## config.mk

```make
export PLATFORM = sky130hd
export DESIGN_NAME = delay_timer
export DESIGN_NICKNAME = d
export VERILOG_FILES = /design/src/delay_timer_pkg.sv /design/src/sync_if.sv /design/src/pin_sync.sv /design/src/delay_timer.sv
export SDC_FILE = /design/constraint.sdc
export NUM_CORES = 1
export LEC_CHECK = 0
export BUFFER_PORTS_ARGS = -buffer_cell sky130_fd_sc_hd__buf_2
export CORE_ASPECT_RATIO = 1.2
export CORE_MARGIN = 5
export CORE_UTILIZATION = 55
export DETAILED_ROUTE_END_ITERATION = 10
export PLACE_DENSITY = 0.77
export SETUP_SLACK_MARGIN = 0.05
export SLEW_MARGIN = 20
export SYNTH_ARGS = -nofsm -noshare
export SYNTH_HDL_FRONTEND = slang
export SYNTH_HIERARCHICAL = 1
export SYNTH_SLANG_ARGS = --single-unit
```

## constraint.sdc

```tcl
create_clock -name CLK -period 6.87 [get_ports CLK]
set_input_delay 0.687 -clock CLK [delete_from_list [all_inputs] [get_ports CLK]]
set_output_delay 0.687 -clock CLK [all_outputs]
set_load 0.01 [all_outputs]
```

## src/delay_timer_pkg.sv

```systemverilog
// shared constants, mode codes and timer state type for the programmable delay timer
// Function
// - two mode pins pick single pulse, lagged turn-on, lagged turn-off or two-edge lag
// - single pulse: trigger rise drives output low and starts the timer; timeout returns high
// - single pulse: a rise during a running timeout restarts the timer, stretching the pulse
// - single pulse: trigger fall changes neither output nor timer
// - lagged turn-on: trigger rise starts the timer; output goes low at timeout
// - lagged turn-on: trigger fall drives output high at once and cancels the timer
// - lagged turn-off: trigger fall starts the timer; output goes high at timeout
// - lagged turn-off: trigger rise drives output low at once and cancels the timer
// - two-edge lag: either edge starts the timer; timeout drives output to inverse trigger
// - two-edge lag: any edge during a running timeout restarts the timer
// - three-level prescale pick: float gives 1, low and high give variant factors
// - rc variant: source select low takes external clock, high takes internal oscillator
// - reset pin high aborts the timeout and holds the output high
// - reset release with trigger low leaves the output high in every mode
// - release with trigger high in turn-on or two-edge mode starts a timed delay
// - release with trigger high in lagged turn-off mode drives output low at once
// - release with trigger high in single pulse mode keeps output high, no timer
// - delay length comes from eight weight bits, prescale factor and time base rate
// - single pulse low time is prescale times weight time base periods
// - other modes add one half time base period to prescale times weight
// - weight value is the unsigned binary sum, bit n weighing two to the n
package delay_timer_pkg;

  // -------------------------------------------------------------------------
  // widths and codes
  // -------------------------------------------------------------------------
  localparam int unsigned WEIGHT_W = 8;
  localparam int unsigned PRESC_W  = 21;

  localparam logic [1:0] MODE_SINGLE_PULSE = 2'h0; // single_pulse_mode
  localparam logic [1:0] MODE_LAG_TURN_ON  = 2'h1;
  localparam logic [1:0] MODE_LAG_TURN_OFF = 2'h2; // lagged_turn_off_mode
  localparam logic [1:0] MODE_TWO_EDGE     = 2'h3; // two_edge_lag_mode

  // -------------------------------------------------------------------------
  // prescale factors and reset values
  // -------------------------------------------------------------------------
  localparam int unsigned PRESC_FLOAT     = 1;
  localparam int unsigned PRESC_RC_LOW    = 3000;
  localparam int unsigned PRESC_RC_HIGH   = 3600;
  localparam int unsigned PRESC_XTAL_LOW  = 32768;
  localparam int unsigned PRESC_XTAL_HIGH = 32768 * 60;

  localparam logic OUT_RESET = 1'h1;

  // -------------------------------------------------------------------------
  // timer states, gray along idle -> count -> half
  // -------------------------------------------------------------------------
  typedef enum logic [1:0] {
    T_IDLE  = 2'h0,
    T_COUNT = 2'h1,
    T_HALF  = 2'h3
  } timer_state_e;

endpackage

```

## src/sync_if.sv

```systemverilog
// bundle carrying a group of raw pin levels and their filtered levels and edges
`timescale 1ns/1ps
interface sync_if #(parameter int unsigned W = 1);
  logic [W-1:0] raw;
  logic [W-1:0] level;
  logic [W-1:0] rise;
  logic [W-1:0] fall;

  modport filt (input raw, output level, output rise, output fall);
  modport user (output raw, input level, input rise, input fall);
endinterface

```

## src/pin_sync.sv

```systemverilog
// three-stage pin synchroniser with agreement filter and edge pulses
`timescale 1ns/1ps
module pin_sync #(
  parameter int unsigned W = 1
) (
  input  wire logic CLK,
  input  wire logic NRST,
  sync_if.filt      p
);

  logic [W-1:0] s1_r;
  logic [W-1:0] s2_r;
  logic [W-1:0] s3_r;
  logic [W-1:0] lvl_r;
  logic [W-1:0] rise_r;
  logic [W-1:0] fall_r;
  logic [W-1:0] agree_w;
  logic [W-1:0] lvl_nxt;

  // a bit counts as changed once stages two and three agree
  assign agree_w = ~(s2_r ^ s3_r);
  assign lvl_nxt = (agree_w & s3_r) | (~agree_w & lvl_r);

  // shift chain; stage one feeds stage two only
  always_ff @(posedge CLK) begin
    if (!NRST) begin
      s1_r   <= '0;
      s2_r   <= '0;
      s3_r   <= '0;
      lvl_r  <= '0;
      rise_r <= '0;
      fall_r <= '0;
    end else begin
      s1_r   <= p.raw;
      s2_r   <= s1_r;
      s3_r   <= s2_r;
      lvl_r  <= lvl_nxt;
      rise_r <= lvl_nxt & ~lvl_r;
      fall_r <= ~lvl_nxt & lvl_r;
    end
  end

  assign p.level = lvl_r;
  assign p.rise  = rise_r;
  assign p.fall  = fall_r;

endmodule // pin_sync

```

## src/delay_timer.sv

```systemverilog
// programmable delay timer: mode decode, prescaled down counter and output shaping
`timescale 1ns/1ps
module delay_timer #(
  parameter bit          CRYSTAL_VARIANT = 1'b0,
  parameter int unsigned PRESC_LOW_RC    = delay_timer_pkg::PRESC_RC_LOW,
  parameter int unsigned PRESC_HIGH_RC   = delay_timer_pkg::PRESC_RC_HIGH,
  parameter int unsigned PRESC_LOW_XTAL  = delay_timer_pkg::PRESC_XTAL_LOW,
  parameter int unsigned PRESC_HIGH_XTAL = delay_timer_pkg::PRESC_XTAL_HIGH
) (
  input  wire logic       CLK,
  input  wire logic       NRST,
  input  wire logic       TRIGGER_INPUT,
  input  wire logic       RESET_IN,
  input  wire logic       MODE_A,
  input  wire logic       MODE_B,
  input  wire logic [7:0] WEIGHT_BITS,
  input  wire logic       PRESCALE_FLOAT,
  input  wire logic       PRESCALE_LEVEL,
  input  wire logic       TIMEBASE_SOURCE_SEL,
  input  wire logic       TIMEBASE_IN,
  input  wire logic       OSC_IN,
  input  wire logic       CRYSTAL_TIMEBASE_IN,
  output logic            DELAY_OUT,
  output logic            TIMER_BUSY
);

  localparam int unsigned PW = delay_timer_pkg::PRESC_W;
  localparam int unsigned WW = delay_timer_pkg::WEIGHT_W;

  // -------------------------------------------------------------------------
  // pin synchronisers
  // -------------------------------------------------------------------------
  sync_if #(.W(1))  trigger_input_s ();
  sync_if #(.W(1))  rst_s ();
  sync_if #(.W(3))  clk_s ();
  sync_if #(.W(13)) strap_s ();

  // raw pins into the filters
  assign trigger_input_s.raw  = TRIGGER_INPUT;
  assign rst_s.raw   = RESET_IN;
  assign clk_s.raw   = {CRYSTAL_TIMEBASE_IN, OSC_IN, TIMEBASE_IN};
  assign strap_s.raw = {TIMEBASE_SOURCE_SEL, PRESCALE_FLOAT, PRESCALE_LEVEL,
                        MODE_A, MODE_B, WEIGHT_BITS};

  pin_sync #(.W(1)) u_trigger_input_sync (
    .CLK  (CLK),
    .NRST (NRST),
    .p    (trigger_input_s.filt)
  );

  pin_sync #(.W(1)) u_rst_sync (
    .CLK  (CLK),
    .NRST (NRST),
    .p    (rst_s.filt)
  );

  pin_sync #(.W(3)) u_clk_sync (
    .CLK  (CLK),
    .NRST (NRST),
    .p    (clk_s.filt)
  );

  pin_sync #(.W(13)) u_strap_sync (
    .CLK  (CLK),
    .NRST (NRST),
    .p    (strap_s.filt)
  );

  // -------------------------------------------------------------------------
  // strap decode
  // -------------------------------------------------------------------------
  logic [1:0]    mode_w;
  logic [WW-1:0] weight_w;
  logic          src_sel_w;
  logic          p_float_w;
  logic          p_level_w;
  logic          is_os_w;
  logic          is_on_w;
  logic          is_off_w;
  logic          is_dd_w;

  // mode pins and weight bits from the filtered strap group
  assign src_sel_w = strap_s.level[12];
  assign p_float_w = strap_s.level[11];
  assign p_level_w = strap_s.level[10];
  assign mode_w    = strap_s.level[9:8];
  assign weight_w  = strap_s.level[7:0]; // plain binary sum, bit n weighs 2**n
  assign is_os_w   = (mode_w == delay_timer_pkg::MODE_SINGLE_PULSE);
  assign is_on_w   = (mode_w == delay_timer_pkg::MODE_LAG_TURN_ON);
  assign is_off_w  = (mode_w == delay_timer_pkg::MODE_LAG_TURN_OFF);
  assign is_dd_w   = (mode_w == delay_timer_pkg::MODE_TWO_EDGE);

  // prescale factor from the three-level pick
  logic [PW-1:0] presc_low_w;
  logic [PW-1:0] presc_high_w;
  logic [PW-1:0] presc_w;

  assign presc_low_w  = CRYSTAL_VARIANT ? PW'(PRESC_LOW_XTAL) : PW'(PRESC_LOW_RC);
  assign presc_high_w = CRYSTAL_VARIANT ? PW'(PRESC_HIGH_XTAL) : PW'(PRESC_HIGH_RC);
  assign presc_w      = p_float_w ? PW'(delay_timer_pkg::PRESC_FLOAT) :
                        (p_level_w ? presc_high_w : presc_low_w);

  // time base: crystal pin, or external clock / internal oscillator on rc parts
  logic tb_rise_w;
  logic tb_fall_w;

  assign tb_rise_w = CRYSTAL_VARIANT ? clk_s.rise[2] :
                     (src_sel_w ? clk_s.rise[1] : clk_s.rise[0]);
  assign tb_fall_w = CRYSTAL_VARIANT ? clk_s.fall[2] :
                     (src_sel_w ? clk_s.fall[1] : clk_s.fall[0]);

  // -------------------------------------------------------------------------
  // event decode
  // -------------------------------------------------------------------------
  logic rst_lvl_w;
  logic rst_rel_w;
  logic trigger_input_lvl_w;
  logic t_rise_w;
  logic t_fall_w;
  logic start_w;
  logic cancel_w;

  // trigger edges count only outside reset and outside the release cycle
  assign rst_lvl_w  = rst_s.level[0];
  assign rst_rel_w  = rst_s.fall[0] & ~rst_lvl_w;
  assign trigger_input_lvl_w = trigger_input_s.level[0];
  assign t_rise_w   = trigger_input_s.rise[0] & ~rst_lvl_w & ~rst_rel_w;
  assign t_fall_w   = trigger_input_s.fall[0] & ~rst_lvl_w & ~rst_rel_w;

  // timer start sources; a start while running is a restart
  assign start_w = (rst_rel_w & trigger_input_lvl_w & (is_on_w | is_dd_w))
                 | (t_rise_w & (is_os_w | is_on_w))
                 | (t_fall_w & is_off_w)
                 | ((t_rise_w | t_fall_w) & is_dd_w);
  assign cancel_w = (t_fall_w & is_on_w) | (t_rise_w & is_off_w);

  // -------------------------------------------------------------------------
  // prescale divider and weight down counter
  // -------------------------------------------------------------------------
  delay_timer_pkg::timer_state_e state_r;
  delay_timer_pkg::timer_state_e state_nxt;
  logic [PW-1:0] pre_r;
  logic [PW-1:0] pre_nxt;
  logic [WW-1:0] wcnt_r;
  logic [WW-1:0] wcnt_nxt;
  logic          cnt_end_w;
  logic          timeout_w;

  // counting ends on a zero weight or the last prescaled tick
  assign cnt_end_w = (state_r == delay_timer_pkg::T_COUNT) &&
                     ((wcnt_r == '0) ||
                      (tb_rise_w && (pre_r == '0) && (wcnt_r == WW'(1))));
  assign timeout_w = (cnt_end_w && is_os_w) ||
                     ((state_r == delay_timer_pkg::T_HALF) && tb_fall_w);

  // next state of the timer
  always_comb begin
    state_nxt = state_r;
    pre_nxt   = pre_r;
    wcnt_nxt  = wcnt_r;
    if (rst_lvl_w || cancel_w) begin
      state_nxt = delay_timer_pkg::T_IDLE;
    end else if (start_w) begin
      state_nxt = delay_timer_pkg::T_COUNT;
      pre_nxt   = PW'(presc_w - PW'(1));
      wcnt_nxt  = weight_w;
    end else begin
      case (state_r)
        delay_timer_pkg::T_COUNT: begin
          if (cnt_end_w) begin
            state_nxt = is_os_w ? delay_timer_pkg::T_IDLE : delay_timer_pkg::T_HALF;
          end else if (tb_rise_w) begin
            if (pre_r == '0) begin
              pre_nxt  = PW'(presc_w - PW'(1));
              wcnt_nxt = WW'(wcnt_r - WW'(1));
            end else begin
              pre_nxt = PW'(pre_r - PW'(1));
            end
          end
        end
        delay_timer_pkg::T_HALF: begin
          if (tb_fall_w) begin
            state_nxt = delay_timer_pkg::T_IDLE;
          end
        end
        delay_timer_pkg::T_IDLE: begin
          state_nxt = delay_timer_pkg::T_IDLE;
        end
        default: begin
          state_nxt = delay_timer_pkg::T_IDLE;
        end
      endcase
    end
  end

  // -------------------------------------------------------------------------
  // output shaping
  // -------------------------------------------------------------------------
  logic out_r;
  logic out_nxt;
  logic busy_r;

  // reset first, then release, then immediate edges, then timeout
  always_comb begin
    out_nxt = out_r;
    if (rst_lvl_w) begin
      out_nxt = 1'b1;
    end else if (rst_rel_w) begin
      out_nxt = ~(is_off_w & trigger_input_lvl_w);
    end else if (t_rise_w && (is_os_w || is_off_w)) begin
      out_nxt = 1'b0;
    end else if (t_fall_w && is_on_w) begin
      out_nxt = 1'b1;
    end else if (timeout_w && !start_w) begin
      case (mode_w)
        delay_timer_pkg::MODE_SINGLE_PULSE: out_nxt = 1'b1;
        delay_timer_pkg::MODE_LAG_TURN_ON:  out_nxt = 1'b0;
        delay_timer_pkg::MODE_LAG_TURN_OFF: out_nxt = 1'b1;
        delay_timer_pkg::MODE_TWO_EDGE:     out_nxt = ~trigger_input_lvl_w;
        default:                            out_nxt = out_r;
      endcase
    end
  end

  // state registers
  always_ff @(posedge CLK) begin
    if (!NRST) begin
      state_r <= delay_timer_pkg::T_IDLE;
      pre_r   <= '0;
      wcnt_r  <= '0;
      out_r   <= delay_timer_pkg::OUT_RESET;
      busy_r  <= 1'b0;
    end else begin
      state_r <= state_nxt;
      pre_r   <= pre_nxt;
      wcnt_r  <= wcnt_nxt;
      out_r   <= out_nxt;
      busy_r  <= (state_nxt != delay_timer_pkg::T_IDLE);
    end
  end

  assign DELAY_OUT  = out_r;
  assign TIMER_BUSY = busy_r;
endmodule // delay_timer

```

; ---- Yosys cells after proc, flatten, opt, wreduce, memory -nomap -nowiden
; Cells that the tools add are included.
[classes]
add_sub_neg = 3
eq_ne = 7
n_mux = 25
n_bitwise = 57
reduce_logical = 25
[ops]
columns = cell, count
row1 = $mux 21, 5
row2 = $mux 8, 5
row3 = $and 13x13->13, 2
row4 = $not 13->13, 2
row5 = $logic_not 21->1, 1
row6 = $sub 21x1->21 const B, 1
row7 = $and 1x1->1, 20
row8 = $or 13x13->13, 1
row9 = $sub 12x1->13 const B, 1
row10 = $xor 13x13->13, 1
row11 = $mux 12, 1
row12 = $mux 11, 1
row13 = $mux 2, 5
row14 = $not 1->1, 10
row15 = $or 1x1->1, 9
row16 = $eq 8x1->1 const B, 1
row17 = $logic_and 1x1->1, 8
row18 = $logic_not 8->1, 1
row19 = $reduce_bool 2->1, 4
row20 = $sub 8x1->8 const B, 1
row21 = $and 3x3->3, 2
row22 = $eq 2x2->1 const B, 3
row23 = $mux 1, 6
row24 = $not 3->3, 2
row25 = 16 further kinds, 24
[word_totals]
regBits = 112
inputBits = 20
out_inout_bits = 2
elab_cells = 143

; ---- Depth between registers and ports, before layout
[logic_depth]
ltp_word = 14
mapped_depth = 9
ltp_nobuf = 8

; ---- Modules after synthesis
; Netlist, hierarchy kept.
[by_module_without_submodules]
columns = mod, instances, cells_each, area_per_inst_um2, seq_area_each_um2
row1 = pin_sync (u_strap_sync), 1, 214, 2316.0, 1561.5
row2 = delay_timer, 1, 268, 2252.2, 660.6
row3 = pin_sync (u_clk_sync), 1, 48, 530.5, 360.3
row4 = pin_sync (u_rst_sync ...), 2, 15, 177.7, 120.1

; ---- Worst setup path after synthesis
; OpenSTA, ideal clock, no wires.
[synth_timing]
path_kind = register to register
startpoint = register pre_r[0]
endpoint = register pre_r[0]
setup_time_ns = 0.138
arrival_ns = 2.325
t_required_ns = 6.732
slack_ns = 4.406
stages_incl_launch_ff = 10
path_buffers = 1
synth_period_minus_slack_ns = 2.464
cell_sequence = dfxtp_1 inv_1 ha_1 or4b_1 or4_4 nor4_4 buf_6 nor3_4 a21oi_1 a311oi_2
[synth_via]
elab_chain_len = 7
elab_cells_between_ends = 13
classes_between = 1 x add/sub / 1 x eq/ne / 5 x mux / 6 x reduce/logical
[synth_lines]
columns = element, line_no
row1 = from (decl), delay_timer.sv:142  ; logic [PW-1:0] pre_r;
row2 = from (signal assigned), delay_timer.sv:235  ; pre_r <= pre_nxt;
row3 = "parallel branches: the longest is 7 deep, another holds $sub 21x1->21", n/a
; Parallel ways; which one is timed is not known. The select of a mux whose other input is x is not followed.
; A chain may end at the register's enable or synchronous reset.

; ---- Final worst setup path
[layout_timing]
startpoint = register pre_r[0]
endpoint = register pre_r[15]
; Same word-level chain as after synthesis.

==> results_tabular.tex <==
\begin{tabular}{lr}
\hline
Metric & Value \\
\hline
\multicolumn{2}{l}{\textbf{Critical path}} \\
CP Launch Point & pre\_r[0] \\
Max incr delay on CP & 0.57 ns \\
Critical Path Source Type & flip-flop \\
CP endpoint kind & flip-flop \\
Endpoint of the most critical register-to-register path & pre\_r[15] \\
Required @ worst endpoint & 7.12 ns \\
Cell breakdown of the critical path & inv\_1 -> ha\_1 -> or4b\_1 -> nor4\_2 -> nand4\_1 -> a21oi\_1 -> nand2b\_1 -> nor2\_1 \\
Cell at the slowest stage of the critical path & or4b\_1 \\
Worst setup path endpoint & pre\_r[15] \\
Number of buffers and inverters on the critical path & 1 \\
Worst setup path category & flip-flop to flip-flop \\
Worst endpoint data arrival time & 3.41 ns \\
Top Family by Delay on Critical Path & simple AND/OR/NAND/NOR gates \\
FF-to-FF setup slack & 3.71 ns \\
Critical path depth & 8 \\
Reg2reg start & pre\_r[0] \\
Maximum fanout along the worst path & 14 \\
Worst r2r path cells & 8 \\
\multicolumn{2}{l}{\textbf{Clock tree}} \\
Buffer levels on the longest clock path & 2 \\
CTS clk-pin slew, worst paths & 0.09 ns \\
Clock tree root buffer cell & clkbuf\_8 \\
Clk\_lat worst skew & 0.36 ns \\
Inserted Clock Buffers & 9 \\
Hold bufs inserted after CTS & 0 \\
Clock sinks & 108 \\
CTS resizes & 0 \\
H-tree depth & 3 \\
Buffers inserted during post-CTS setup optimization & 0 \\
CTS tree & yes \\
\multicolumn{2}{l}{\textbf{Synthesis}} \\
Count of yosys warnings during synthesis & 6 \\
Area of the mapped netlist & 4470 um2 \\
Post-Syn Area per Cell & 9.37 um2 \\
Net count after synthesis & 501 \\
Gate Count Post-Synth & 477 \\
\multicolumn{2}{l}{\textbf{Die}} \\
DIE HEIGHT & 109 um \\
DIE WIDTH & 92.3 um \\
Io pins & 22 \\
Number of standard-cell rows in the floorplan & 36 \\
Effective utilization at floorplan & 0.557 \\
Area of the core & 8020 um2 \\
Total Die Area & 10,000 um2 \\
\multicolumn{2}{l}{\textbf{Drt}} \\
First-pass iteration count of the detailed router & 4 \\
Vias per cell & 5.70 \\
Post-route antenna net violation count & 0 \\
First DRT Iteration DRCs & 204 \\
\# DRC & 0 \\
Final Routed Wirelength & 7860 um \\
Total via count in the routed design & 3,352 \\
Routed len/inst & 13.4 um \\
\multicolumn{2}{l}{\textbf{Power and ir drop}} \\
Power per Cell Area & 231 nW/um2 \\
Leakage & 1.87 nW \\
Maximum vdd drop & 183 uV \\
\multicolumn{2}{l}{\textbf{Final layout}} \\
Fin cells & 588 \\
Number of nets at the end of the flow & 512 \\
Number of antenna cells inserted & 0 \\
Ratio of cells with drive above 1 in the final layout & 0.130 \\
Area added between synthesis and finish & 5.96\% \\
Total of fill cells in the finished design & 709 \\
\multicolumn{2}{l}{\textbf{STA}} \\
Normalized max-slew margin & 0.337 \\
Unrepaired setup endpoints after global routing & false \\
Total count of max-transition violations in the final report & 0 \\
Worst clock skew & 0.00736 ns \\
Final min period & 3.16 ns \\
Worst hold slack after final layout & 0.424 ns \\
Highest attainable clock frequency & 0.316 GHz \\
Setup TNS after final layout & 0 ns \\
Final count of hold timing violations & 0 \\
Final number of setup-violating endpoints & 0 \\
Worst-margin pin slew & 0.994 ns \\
Final period utilization & 0.460 \\
\multicolumn{2}{l}{\textbf{Placed design}} \\
HPWL after DPL & 5150 um \\
Routability congestion estimate from global placement & 0.795 \\
Post-Place Cells & 572 \\
Port-buffer cells & 20 \\
\multicolumn{2}{l}{\textbf{Run status}} \\
Outcome & finished clean \\
\multicolumn{2}{l}{\textbf{Global route}} \\
Maximum number of pins on one net before global-route repair & 89 \\
Global-route wire length before repair & 13,600 um \\
Total global routing overflow & 0 \\
Initial antenna violation count & 0 \\
Global Route Usage Sum & 0.167 \\
Vias in the first global route & 3,067 \\
\multicolumn{2}{l}{\textbf{Run}} \\
Max capacitance violation total & 0 \\
\multicolumn{2}{l}{\textbf{Min path}} \\
Worst hold-check path type & flip-flop to flip-flop \\
\hline
\end{tabular}
[stage by stage]
step           utilization  setup WS (ns)  cell area (um2)  total power [mW]
6_report             0.591           3.71             4730              1.10
5_1_grt              0.591           3.50             4730              1.14
4_1_cts              0.591           3.70             4730              1.11
3_5_place_dp         0.563           3.73             4520             0.699
3_3_place_gp         0.563           3.78             4520             0.697
2_1_floorplan            -           4.41             4470             0.689
[worst min-delay path by stage]
| stage | startpoint | depth (start not counted) | endpoint |
|---|---|---|---|
| 6_report | u_rst_sync/s3_r | 1 | u_rst_sync/p.fall |
| 5_1_grt | u_clk_sync/s2_r[1] | 1 | u_clk_sync/p.fall[1] |
| 4_1_cts | u_strap_sync/s2_r[4] | 2 | u_strap_sync/s3_r[4] |
| 3_5_place_dp | u_strap_sync/s2_r[0] | 2 | u_strap_sync/s3_r[0] |
| 3_3_place_gp | u_strap_sync/s2_r[2] | 2 | u_strap_sync/s3_r[2] |
| 2_1_floorplan | u_rst_sync/s3_r | 1 | u_rst_sync/p.fall |
[layout by cell type, fill, tap and decap left out, types with 11 or more instances in the layout]
cell type / instances
and2_1: 33
o21ai_0: 18
buf_2: 20
nand3_1: 19
nor2_1: 38
dfxtp_1: 108
nor3_1: 14
nand2_1: 37
a21oi_1: 18
o21ai_1: 11
nor4_1: 13
inv_1: 23
[power breakdown]
| group | switching (mW) | total, mW | leakage, nW | internal, mW |
|---|---|---|---|---|
| Clock | 0.196 | 0.411 | 0.107 | 0.215 |
| Sequential | 0.00489 | 0.643 | 0.879 | 0.638 |
| Combinational | 0.0241 | 0.0409 | 0.886 | 0.0168 |
[state kept, by name, summed over array words and instances, names as in the netlist, 2 cells and up]
register / flops
u_clk_sync/s3_r: 2
u_clk_sync/p.rise: 2
u_strap_sync/p.level: 13
u_clk_sync/s2_r: 2
u_strap_sync/s1_r: 13
u_strap_sync/s2_r: 13
wcnt_r: 8
state_r: 2
u_clk_sync/p.level: 2
pre_r: 21
u_clk_sync/p.fall: 2
u_clk_sync/s1_r: 2
u_strap_sync/s3_r: 13
[cell type report]
| type | count | area [um2] | share of cell area |
|---|---|---|---|
| sequential | 108 | 2160 | 0.457 |
| multi-input combinational | 324 | 2030 | 0.430 |
| clock buffer | 12 | 145 | 0.0307 |
| tap | 95 | 119 | 0.0251 |
| timing repair buffer | 22 | 115 | 0.0243 |
| inverter | 23 | 86.3 | 0.0182 |
| clock inverter | 4 | 72.6 | 0.0153 |
[per-layer routing]
layer  share of wire  global-route usage
met1            0.45               0.203
met2            0.49               0.285
met3           0.040              0.0331
met4           0.024              0.0786
met5               0                   0
No activity file was read; power rests on OpenSTA's default activity.
